### src/hw/pwm_common_params.svh
// Register offsets, field positions and reset values of the PWM timer common control block.
`ifndef PWM_COMMON_PARAMS_SVH
`define PWM_COMMON_PARAMS_SVH
`define OFS_STOP_CLEAR_SRC 4'h0
`define OFS_WRITE_PROTECT 4'h4
`define OFS_SYNC_CLEAR 4'h8
`define OFS_EXT_TRIG_CTRL 4'hc
`define OFS_BUF_DISABLE 4'h0
`define OFS_BUF_DISABLE_B 4'h0
`define ADR_STOP_CLEAR_SRC 6'h00
`define ADR_WRITE_PROTECT 6'h04
`define ADR_SYNC_CLEAR 6'h08
`define ADR_EXT_TRIG_CTRL 6'h0c
`define ADR_BUF_DISABLE 6'h10
`define POS_CH1_WRITE_LOCK 1
`define POS_CH3_WRITE_LOCK 3
`define POS_TRIG_FILTER_EN 0
`define RST_STOP_CLEAR_SRC 16'h0000
`define RST_WRITE_PROTECT 16'h0000
`define RST_SYNC_CLEAR 16'h3210
`define RST_EXT_TRIG_CTRL 16'h0000
`define RST_BUF_DISABLE 16'h0000
`define WRITE_PROTECT_MASK 16'h000a
`define SYNC_CLEAR_MASK 16'h3333
`define EXT_TRIG_MASK 16'h0001
`define FILTER_SAMPLES 3
`endif

### src/hw/pwm_common_pkg.sv
// Types shared by the PWM timer common control block.
package pwm_common_pkg;
    typedef enum logic [3:0] {
        SRC_CMP0 = 4'h0,
        SRC_CMP1 = 4'h1,
        SRC_CMP2 = 4'h4,
        SRC_CMP3 = 4'h5,
        SRC_CH3_PIN_A = 4'h8,
        SRC_CH3_PIN_B = 4'h9,
        SRC_CH3_CMP_A = 4'ha,
        SRC_CH3_CMP_B = 4'hb,
        SRC_EXT_TRIG = 4'hc
    } stop_clear_src_t;
endpackage : pwm_common_pkg

### src/hw/trigger_noise_filter.sv
// Majority-free noise filter: the output follows the input after it has been stable.
`timescale 1ns/1ps
`default_nettype none
module trigger_noise_filter #(
    parameter int SAMPLES = 3
) (
    input wire logic clk,
    input wire logic rst,
    input wire logic enable,
    input wire logic din,
    output logic dout
);
    logic [SAMPLES-1:0] hist_q;
    logic filt_q;

    always_ff @(posedge clk) begin
        if (rst) begin
            hist_q <= '0;
        end else begin
            hist_q <= {hist_q[SAMPLES-2:0], din};
        end
    end

    // A change is accepted only after every sample in the window agrees.
    always_ff @(posedge clk) begin
        if (rst) begin
            filt_q <= 1'b0;
        end else if (&hist_q) begin
            filt_q <= 1'b1;
        end else if (~|hist_q) begin
            filt_q <= 1'b0;
        end
    end

    assign dout = enable ? filt_q : din;
endmodule : trigger_noise_filter
`default_nettype wire

### src/hw/pwm_timer_common_control.sv
// Common control of four PWM timer channels: stop/clear source, sync clear, locks, buffer gates.
//
// Local design decisions: the register offsets and the Wishbone interface to the registers.
`timescale 1ns/1ps
`default_nettype none
`include "pwm_common_params.svh"

module pwm_timer_common_control
    import pwm_common_pkg::*;
(
    input wire logic clk,
    input wire logic rst,
    input wire logic wb_cyc_i,
    input wire logic wb_stb_i,
    input wire logic wb_we_i,
    input wire logic [5:0] wb_adr_i,
    input wire logic [3:0] wb_sel_i,
    input wire logic [31:0] wb_dat_i,
    output logic [31:0] wb_dat_o,
    output logic wb_ack_o,
    input wire logic comparator_0_out,
    input wire logic comparator_1_out,
    input wire logic comparator_2_out,
    input wire logic comparator_3_out,
    input wire logic ch3_io_a,
    input wire logic ch3_io_b,
    input wire logic ch3_cmp_out_a,
    input wire logic ch3_cmp_out_b,
    input wire logic ext_trigger_pin,
    input wire logic [3:0] ch_own_clear,
    input wire logic [3:0] ch_write_req,
    output logic [3:0] ch_write_allow,
    output logic [3:0] hw_stop_clear,
    output logic [3:0] counter_clear,
    output logic [3:0] cmp_buf_off,
    output logic [3:0] period_buf_off,
    output logic [3:0] adc_timing_buf_off,
    output logic [3:0] dead_time_buf_off
);
    // ****************************************************************
    // Registers
    // ****************************************************************
    logic [15:0] stop_clear_src_q;
    logic [15:0] write_protect_q;
    logic [15:0] sync_clear_q;
    logic [15:0] ext_trig_q;
    logic [15:0] buf_disable_q;
    logic wr_en;
    logic rd_sel;
    logic [15:0] wmask;
    logic [15:0] rd_d;

    assign wr_en = wb_cyc_i && wb_stb_i && wb_we_i && !wb_ack_o;
    assign wmask = {{8{wb_sel_i[1]}}, {8{wb_sel_i[0]}}};

    always_ff @(posedge clk) begin
        if (rst) begin
            wb_ack_o <= 1'b0;
        end else begin
            wb_ack_o <= wb_cyc_i && wb_stb_i && !wb_ack_o;
        end
    end

    always_comb begin
        rd_sel = 1'b1;
        rd_d = 16'h0000;
        unique case (wb_adr_i)
            `ADR_STOP_CLEAR_SRC: rd_d = stop_clear_src_q;
            `ADR_WRITE_PROTECT: rd_d = write_protect_q;
            `ADR_SYNC_CLEAR: rd_d = sync_clear_q;
            `ADR_EXT_TRIG_CTRL: rd_d = ext_trig_q;
            `ADR_BUF_DISABLE: rd_d = buf_disable_q;
            default: rd_sel = 1'b0;
        endcase
    end

    // Unmapped addresses still acknowledge and read as zero so the bus never hangs.
    always_ff @(posedge clk) begin
        if (rst) begin
            wb_dat_o <= 32'h0000_0000;
        end else if (wb_cyc_i && wb_stb_i && !wb_ack_o && !wb_we_i) begin
            wb_dat_o <= rd_sel ? {16'h0000, rd_d} : 32'h0000_0000;
        end
    end

    always_ff @(posedge clk) begin
        if (rst) begin
            stop_clear_src_q <= `RST_STOP_CLEAR_SRC;
        end else if (wr_en && wb_adr_i == `ADR_STOP_CLEAR_SRC) begin
            stop_clear_src_q <= (stop_clear_src_q & ~wmask) | (wb_dat_i[15:0] & wmask);
        end
    end

    always_ff @(posedge clk) begin
        if (rst) begin
            write_protect_q <= `RST_WRITE_PROTECT;
        end else if (wr_en && wb_adr_i == `ADR_WRITE_PROTECT) begin
            write_protect_q <= ((write_protect_q & ~wmask) | (wb_dat_i[15:0] & wmask))
                & `WRITE_PROTECT_MASK;
        end
    end

    always_ff @(posedge clk) begin
        if (rst) begin
            sync_clear_q <= `RST_SYNC_CLEAR;
        end else if (wr_en && wb_adr_i == `ADR_SYNC_CLEAR) begin
            sync_clear_q <= ((sync_clear_q & ~wmask) | (wb_dat_i[15:0] & wmask))
                & `SYNC_CLEAR_MASK;
        end
    end

    always_ff @(posedge clk) begin
        if (rst) begin
            ext_trig_q <= `RST_EXT_TRIG_CTRL;
        end else if (wr_en && wb_adr_i == `ADR_EXT_TRIG_CTRL) begin
            ext_trig_q <= ((ext_trig_q & ~wmask) | (wb_dat_i[15:0] & wmask))
                & `EXT_TRIG_MASK;
        end
    end

    always_ff @(posedge clk) begin
        if (rst) begin
            buf_disable_q <= `RST_BUF_DISABLE;
        end else if (wr_en && wb_adr_i == `ADR_BUF_DISABLE) begin
            buf_disable_q <= (buf_disable_q & ~wmask) | (wb_dat_i[15:0] & wmask);
        end
    end

    // ****************************************************************
    // Write locks and buffer gates
    // ****************************************************************
    logic ch1_write_lock;
    logic ch3_write_lock;
    assign ch1_write_lock = write_protect_q[`POS_CH1_WRITE_LOCK];
    assign ch3_write_lock = write_protect_q[`POS_CH3_WRITE_LOCK];
    // Channel 0 and 2 locks are not provided; their paired long-word views fall under 1 and 3.
    assign ch_write_allow[0] = ch_write_req[0];
    assign ch_write_allow[1] = ch_write_req[1] && !ch1_write_lock;
    assign ch_write_allow[2] = ch_write_req[2];
    assign ch_write_allow[3] = ch_write_req[3] && !ch3_write_lock;

    generate
        for (genvar c = 0; c < 4; c++) begin : g_buf
            assign cmp_buf_off[c] = buf_disable_q[4*c];
            assign period_buf_off[c] = buf_disable_q[4*c+1];
            assign adc_timing_buf_off[c] = buf_disable_q[4*c+2];
            assign dead_time_buf_off[c] = buf_disable_q[4*c+3];
        end
    endgenerate

    // ****************************************************************
    // Pin synchronisers and trigger filter
    // ****************************************************************
    logic [6:0] pin_s1_q;
    logic [6:0] pin_s2_q;
    logic trig_filtered;

    always_ff @(posedge clk) begin
        if (rst) begin
            pin_s1_q <= 7'h00;
            pin_s2_q <= 7'h00;
        end else begin
            pin_s1_q <= {ext_trigger_pin, ch3_io_b, ch3_io_a, comparator_3_out,
                comparator_2_out, comparator_1_out, comparator_0_out};
            pin_s2_q <= pin_s1_q;
        end
    end

    trigger_noise_filter #(
        .SAMPLES(`FILTER_SAMPLES)
    ) u_trig_filter (
        .clk(clk),
        .rst(rst),
        .enable(ext_trig_q[`POS_TRIG_FILTER_EN]),
        .din(pin_s2_q[6]),
        .dout(trig_filtered)
    );

    // ****************************************************************
    // Source selection and synchronous clear
    // ****************************************************************
    function automatic logic pick_src(input logic [3:0] code, input logic [6:0] pins,
            input logic trig, input logic cmp_a, input logic cmp_b);
        logic r;
        r = 1'b0;
        // Unlisted codes select nothing; software must avoid them anyway.
        case (code)
            SRC_CMP0: r = pins[0];
            SRC_CMP1: r = pins[1];
            SRC_CMP2: r = pins[2];
            SRC_CMP3: r = pins[3];
            SRC_CH3_PIN_A: r = pins[4];
            SRC_CH3_PIN_B: r = pins[5];
            SRC_CH3_CMP_A: r = cmp_a;
            SRC_CH3_CMP_B: r = cmp_b;
            SRC_EXT_TRIG: r = trig;
            default: r = 1'b0;
        endcase
        return r;
    endfunction : pick_src

    logic [3:0] clear_src;
    generate
        for (genvar c = 0; c < 4; c++) begin : g_src
            // Fields at 3:0, 7:4, 11:8, 15:12.
            assign hw_stop_clear[c] = pick_src(stop_clear_src_q[4*c+3:4*c], pin_s2_q,
                trig_filtered, ch3_cmp_out_a, ch3_cmp_out_b);
            assign clear_src[c] = hw_stop_clear[c] || ch_own_clear[c];
        end
    endgenerate

    // A field equal to the channel's own index means "no synchronous clear".
    // Followers see only the source's own and stop/clear-source clears, never its sync clear, so chains cannot loop.
    generate
        for (genvar c = 0; c < 4; c++) begin : g_sync
            logic [1:0] sel;
            assign sel = sync_clear_q[4*c+1:4*c];
            assign counter_clear[c] = clear_src[c] ||
                ((sel != 2'(c)) && clear_src[sel]);
        end
    endgenerate

    // ****************************************************************
    // Assertions
    // ****************************************************************
    a_lock_ch1_blocks: assert property (@(posedge clk) disable iff (rst)
        ch1_write_lock |-> !ch_write_allow[1])
        else $error("channel 1 write passed while locked");
    a_lock_ch3_blocks: assert property (@(posedge clk) disable iff (rst)
        ch3_write_lock |-> !ch_write_allow[3])
        else $error("channel 3 write passed while locked");
    a_ch0_follow_ch3: assert property (@(posedge clk) disable iff (rst)
        (sync_clear_q[1:0] == 2'b11 && clear_src[3]) |-> counter_clear[0])
        else $error("channel 0 missed sync clear from channel 3");
    a_ch0_none: assert property (@(posedge clk) disable iff (rst)
        (sync_clear_q[1:0] == 2'b00 && !clear_src[0]) |-> !counter_clear[0])
        else $error("channel 0 cleared without source");
    a_ch1_follow_ch0: assert property (@(posedge clk) disable iff (rst)
        (sync_clear_q[5:4] == 2'b00 && clear_src[0]) |-> counter_clear[1])
        else $error("channel 1 missed sync clear from channel 0");
    a_ch2_follow_ch1: assert property (@(posedge clk) disable iff (rst)
        (sync_clear_q[9:8] == 2'b01 && clear_src[1]) |-> counter_clear[2])
        else $error("channel 2 missed sync clear from channel 1");
    a_ch3_none: assert property (@(posedge clk) disable iff (rst)
        (sync_clear_q[13:12] == 2'b11 && !clear_src[3]) |-> !counter_clear[3])
        else $error("channel 3 cleared without source");
    a_ch3_ext_trig: assert property (@(posedge clk) disable iff (rst)
        (stop_clear_src_q[15:12] == 4'hc && !ext_trig_q[0] && pin_s2_q[6])
        |-> hw_stop_clear[3])
        else $error("external trigger not routed to channel 3");
    a_ch3_cmp2_src: assert property (@(posedge clk) disable iff (rst)
        (stop_clear_src_q[15:12] == 4'h4) |-> (hw_stop_clear[3] == pin_s2_q[2]))
        else $error("comparator 2 not routed to channel 3");
    a_buf_cmp_gate: assert property (@(posedge clk) disable iff (rst)
        (wr_en && wb_adr_i == `ADR_BUF_DISABLE && wb_sel_i[0])
        |=> (cmp_buf_off[0] == $past(wb_dat_i[0])))
        else $error("compare buffer gate did not follow write");
    // Sync-clear checks cover a follow and a no-clear encoding of every channel.
    a_ch0_follow_ch1: assert property (@(posedge clk) disable iff (rst)
        (sync_clear_q[1:0] == 2'b01 && clear_src[1]) |-> counter_clear[0])
        else $error("channel 0 missed sync clear from channel 1");
    a_ch1_none: assert property (@(posedge clk) disable iff (rst)
        (sync_clear_q[5:4] == 2'b01 && !clear_src[1]) |-> !counter_clear[1])
        else $error("channel 1 cleared without source");
    a_ch2_none: assert property (@(posedge clk) disable iff (rst)
        (sync_clear_q[9:8] == 2'b10 && !clear_src[2]) |-> !counter_clear[2])
        else $error("channel 2 cleared without source");
    a_ch2_follow_ch3: assert property (@(posedge clk) disable iff (rst)
        (sync_clear_q[9:8] == 2'b11 && clear_src[3]) |-> counter_clear[2])
        else $error("channel 2 missed sync clear from channel 3");
    a_ch3_follow_ch2: assert property (@(posedge clk) disable iff (rst)
        (sync_clear_q[13:12] == 2'b10 && clear_src[2]) |-> counter_clear[3])
        else $error("channel 3 missed sync clear from channel 2");
    a_ch3_pin_a: assert property (@(posedge clk) disable iff (rst)
        (stop_clear_src_q[15:12] == 4'h8) |-> (hw_stop_clear[3] == pin_s2_q[4]))
        else $error("pin A input not routed to channel 3");
    a_ch3_cmp_b: assert property (@(posedge clk) disable iff (rst)
        (stop_clear_src_q[15:12] == 4'hb) |-> (hw_stop_clear[3] == ch3_cmp_out_b))
        else $error("compare output B not routed to channel 3");
    a_buf_dead_gate: assert property (@(posedge clk) disable iff (rst)
        (wr_en && wb_adr_i == `ADR_BUF_DISABLE && wb_sel_i[1])
        |=> (dead_time_buf_off[3] == $past(wb_dat_i[15])))
        else $error("dead-time buffer gate did not follow write");
    a_filter_bypass: assert property (@(posedge clk) disable iff (rst)
        !ext_trig_q[0] |-> (trig_filtered == pin_s2_q[6]))
        else $error("unfiltered trigger does not follow its pin");
    a_ack_one_cycle: assert property (@(posedge clk) disable iff (rst)
        wb_ack_o |=> !wb_ack_o)
        else $error("ack held longer than one cycle");
endmodule : pwm_timer_common_control
`default_nettype wire

### config.mk
export PLATFORM = sky130hd
export DESIGN_NAME = pwm_timer_common_control
export DESIGN_NICKNAME = d
export VERILOG_FILES = /design/src/hw/pwm_common_pkg.sv /design/src/hw/trigger_noise_filter.sv /design/src/hw/pwm_timer_common_control.sv
export VERILOG_INCLUDE_DIRS = /design/src /design/src/hw
export SDC_FILE = /design/constraint.sdc
export NUM_CORES = 1
export LEC_CHECK = 0
export BUFFER_PORTS_ARGS = -buffer_cell sky130_fd_sc_hd__buf_2
export CORE_MARGIN = 4
export CORE_UTILIZATION = 50
export DETAILED_ROUTE_END_ITERATION = 8
export PLACE_DENSITY = 0.87
export RECOVER_POWER = 25
export SLEW_MARGIN = 20
export SYNTH_ARGS = -nofsm -noshare
export SYNTH_HDL_FRONTEND = slang
export SYNTH_SLANG_ARGS = --single-unit
### constraint.sdc
create_clock -name clk -period 3.15 [get_ports clk]
set_input_delay 0.4725 -clock clk [delete_from_list [all_inputs] [get_ports clk]]
set_output_delay 0.4725 -clock clk [all_outputs]
set_load 0.02 [all_outputs]
* Yosys cells after proc, flatten, opt, wreduce, memory -nomap -nowiden
Cells that the tools add are included.
Word-level totals: output and inout port bits 61, word-level logic and storage cells 122, input port bits 64, register bits after elaboration 94
Operators by class: order comparisons 4, multiplexer cells 18, reductions and logical operators 37, equality and inequality tests 40, bitwise operators 12
Operator list (number):
- $eq 4x4->1 const B | 20
- $pmux 16 s5 | 1
- $and 16x16->16 | 3
- $pmux 1 s9 | 4
- $eq 4x3->1 const B | 8
- $or 16x16->16 | 2
- $eq 4x1->1 const B | 4
- $logic_and 1x1->1 | 16
- $logic_not 4->1 | 4
- $mux 16 | 1
- $not 16->16 | 1
- $and 14x14->14 | 1
- $or 14x14->14 | 1
- $eq 6x4->1 const B | 2
- $lt 2x3->1 const B | 4
- $bmux 1 s2 | 4
- $logic_or 1x1->1 | 8
- $mux 1 | 8
- $eq 6x3->1 const B | 1
- $eq 6x5->1 const B | 1
- $logic_not 6->1 | 1
- $reduce_or 5->1 | 1
- $and 4x4->4 | 1
- $logic_not 1->1 | 4
- 8 further kinds | 10

* Logic depth before layout (Yosys ltp)
depth after elaboration 7, mapped depth 6, mapped depth without buffers 4

* Hierarchy
From an unflattened synthesis, not the netlist that was laid out.
Second synthesis, totals: cell total of the unflattened synthesis 433, area total of the unflattened synthesis 3732.3 sq um
Modules (own cells, without submodules):
- pwm_timer_common_control | instances 1, sequential area each 1481.4 sq um, area each 3588.4 sq um, cells each 421
- trigger_noise_filter | instances 1, sequential area each 80.1 sq um, area each 143.9 sq um, cells each 12

* Worst setup path before layout
No wires, ideal clock.
path kind register -> output, start register with a tool-made name, end output counter_clear[1], data required time 2.677 ns, arrival 1.788 ns, stages on the path, launching flop included 6, path buffers 1, setup slack 0.889 ns, cells stage by stage dfxtp_1 buf_2 mux2i_1 nor4b_1 nor4_1 o311ai_1
RTL lines:
- end: declaration | RTL line pwm_timer_common_control.sv:34 | output logic [3:0] counter_clear,

==> impl_metrics.json <==
{
  "status": "finished clean",
  "die_height_um": 96.8,
  "min_period_over_period": 0.908,
  "core_area_sq_um": 7690,
  "cp-end-kind": "primary output",
  "cp-start-kind": "flop",
  "hold_violations": 0,
  "holdPathEnd": "pin_s1_q[1]$_SDFF_PP0_",
  "final_cell_mix": "dfxtp_1 (78), buf_2 (76), nand3_1 (42)",
  "cts_tree": "yes",
  "total_leakage_power_uw": 0.00173,
  "fp.dieArea_sq_um": 9370,
  "grt_usage": 0.229,
  "grt_pass1_wl_um": 17800,
  "ctsRootBufferMaster": "clkbuf_8",
  "ys_ff_latch": 78,
  "drt_wl_total_um": 11000,
  "die_w_um": 96.8,
  "seqPwrFrac": 0.553,
  "grt_overflow_total": 0,
  "yosys.cell_types.count": 59,
  "whs_path_depth": 2,
  "fin_setup_tns_ns": 0,
  "detail_route.wl_per_cell_um": 17.6,
  "htreeDepth": 3,
  "yosys_warnings": 0,
  "p_sw_frac": 0.265,
  "worstHoldStart": "comparator_1_out",
  "numCtsBuffers": 9,
  "antenna_left": 0,
  "cp.required_ns": 2.68,
  "p_int_uw": 1330,
  "clock_latency_ns": 0.35,
  "holdBufCountCts": 0,
  "nets": 584,
  "relSlewSlack": 0.275,
  "synth.cell_area_sq_um": 3940,
  "initial_core_util": 0.513,
  "cellPowerDensity_nw_per_um2": 403,
  "worstReg2RegEnd": "wb_dat_o[13]$_SDFFE_PP0P_",
  "cp.arrival_ns": 2.39,
  "antenna_found_initial": 0,
  "io_pins": 125,
  "drv_cap": 0,
  "viasPerCell": 6.07,
  "grt_max_degree": 58,
  "drt_pass1_iterations": 5,
  "io_buffers": 86,
  "clkSinkCount": 78,
  "drive_above_1_share": 0.228,
  "post_cts_buffers": 0,
  "tightest_slew_ns": 1.09,
  "mostFrequentLayoutCell": "dfxtp_1",
  "grt_pass1_vias": 3649,
  "placementRows": 32,
  "syn_area_per_cell_sq_um": 8.82,
  "r2r_cells": 3,
  "synth-main-ff-cell": "dfxtp_1",
  "clk_transition_reported_paths_ns": 0.08,
  "combPwrFrac": 0.097,
  "maxSlewViolCount": 0,
  "place.gp.congestion": 0.920,
  "timing.reg2reg.setup_slack_ns": 1.05,
  "synth_seq_area_share": 0.396,
  "p_sw_uw": 480,
  "async_flop_share": 0,
  "setup_viol": 0,
  "rsz0062_at_grt": "false",
  "drt_iter0_drc": 245,
  "crit_type": "reg -> out",
  "hold_path_class": "in -> reg",
  "netlist_instances": 447,
  "area_growth_pct": 14.1,
  "crit_fanout": 7,
  "vias": 3793,
  "cts_resized": 0,
  "drc": 0,
  "placedCellCount": 611,
  "hpwl_um": 8040,
  "fmax_ghz": 0.350,
  "synth_edf_count": 0,
  "antenna_cells": 0,
  "pwr-share-clk": 0.350,
  "r2r_start": "wb_ack_o$_SDFF_PP0_",
  "fin_skew_ns": 0.0103,
  "cts.path.max_buffers": 2,
  "finalNonFillerCells": 625,
  "vdd_drop_max_mv": 0.259,
  "period_minus_slack_ns": 2.86
}
==> synthesized netlist by cell type, drive strengths merged (3+ instances only) <==
| master | n | area [sq um] |
|---|---|---|
| inv | 7 | 26.3 |
| o2bb2ai | 3 | 26.3 |
| nand3 | 42 | 210 |
| and2 | 4 | 25.0 |
| nand4bb | 4 | 45.0 |
| o22ai | 7 | 43.8 |
| mux2 | 14 | 158 |
| a21oi | 39 | 195 |
| o21ai | 38 | 190 |
| clkbuf | 15 | 56.3 |
| nand2 | 9 | 33.8 |
| a22o | 6 | 52.6 |
| and3 | 3 | 18.8 |
| dfxtp | 78 | 1560 |
| or3b | 4 | 35.0 |
| a22oi | 8 | 60.1 |
| a211o | 5 | 43.8 |
| nor3 | 14 | 103 |
| mux2i | 23 | 230 |
| or3 | 8 | 55.1 |
| nor4 | 9 | 62.6 |
| nor2 | 14 | 52.6 |
| buf | 33 | 211 |
| nand4 | 3 | 18.8 |
| nor2b | 20 | 125 |
==> power by group through the flow <==
stage / clock network, uW / logic [uW] / registers [uW]
final: 634 / 175 / 1000
after global routing: 684 / 188 / 1000
after CTS: 645 / 173 / 1000
after detailed placement: 0 / 173 / 1030
after global placement: 0 / 169 / 1030
after floorplan: 0 / 125 / 1030
==> stage by stage <==
| stage | power [uW] | hold WS [ns] | setup slack [ns] | area [sq um] | util |
|---|---|---|---|---|---|
| final | 1810 | 0.329 | 0.290 | 4500 | 0.585 |
| after global routing | 1880 | 0.341 | 0.236 | 4500 | 0.585 |
| after CTS | 1820 | 0.319 | 0.349 | 4510 | 0.587 |
| after detailed placement | 1200 | 0.422 | 0.736 | 4360 | 0.567 |
| after global placement | 1190 | 0.416 | 0.734 | 4360 | 0.567 |
| after floorplan | 1150 | 0.414 | 0.889 | 4000 | - |
==> per-layer routing <==
layer,up-vias,wire [um],track usage
met5,-,0,0
met4,0,358,0.109
li1,1771,-,-
met1,1795,4610,0.293
met2,195,5270,0.378
met3,32,786,0.0353
==> worst max-delay path by stage <==
stage	slack (ns)	cells past startpoint	to	startpoint
after floorplan	0.89	5	counter_clear[1]	flop
after global placement	0.73	6	counter_clear[3]	ch3_cmp_out_b
after detailed placement	0.74	5	counter_clear[2]	flop
after CTS	0.35	5	counter_clear[2]	flop
after global routing	0.24	5	counter_clear[2]	flop
final	0.29	5	counter_clear[2]	flop
==> worst max-delay path: stages, from the launching register on <==
cell      delay, ns
dfxtp_1        0.50
mux2_2         0.40
a221oi_1       0.61
a31o_1         0.24
o211ai_1       0.10
buf_2          0.18
==> final cells by class <==
| class | instances | area, sq um |
|---|---|---|
| Sequential cell | 78 | 1560 |
| Inverter | 9 | 33.8 |
| Timing Repair Buffer | 95 | 483 |
| Fill cell | 700 | 3190 |
| Clock buffer | 11 | 131 |
| Multi-Input combinational cell | 327 | 2130 |
| Clock inverter | 3 | 23.8 |
| Tap cell | 102 | 128 |
==> logic make-up (layout without fill, tap and decap cells) <==
| family | after synthesis | after routing | synth area share |
|---|---|---|---|
| AND/OR/NAND/NOR | 149 | 149 | 0.230 |
| AO/OA/AOI/OAI | 125 | 125 | 0.197 |
| flip-flops | 78 | 78 | 0.396 |
| multiplexers | 37 | 37 | 0.0984 |
| other | 1 | 16 | 0.000951 |
| buffers and inverters | 57 | 118 | 0.0765 |
Note: power is estimated with default switching activity, not from simulation.
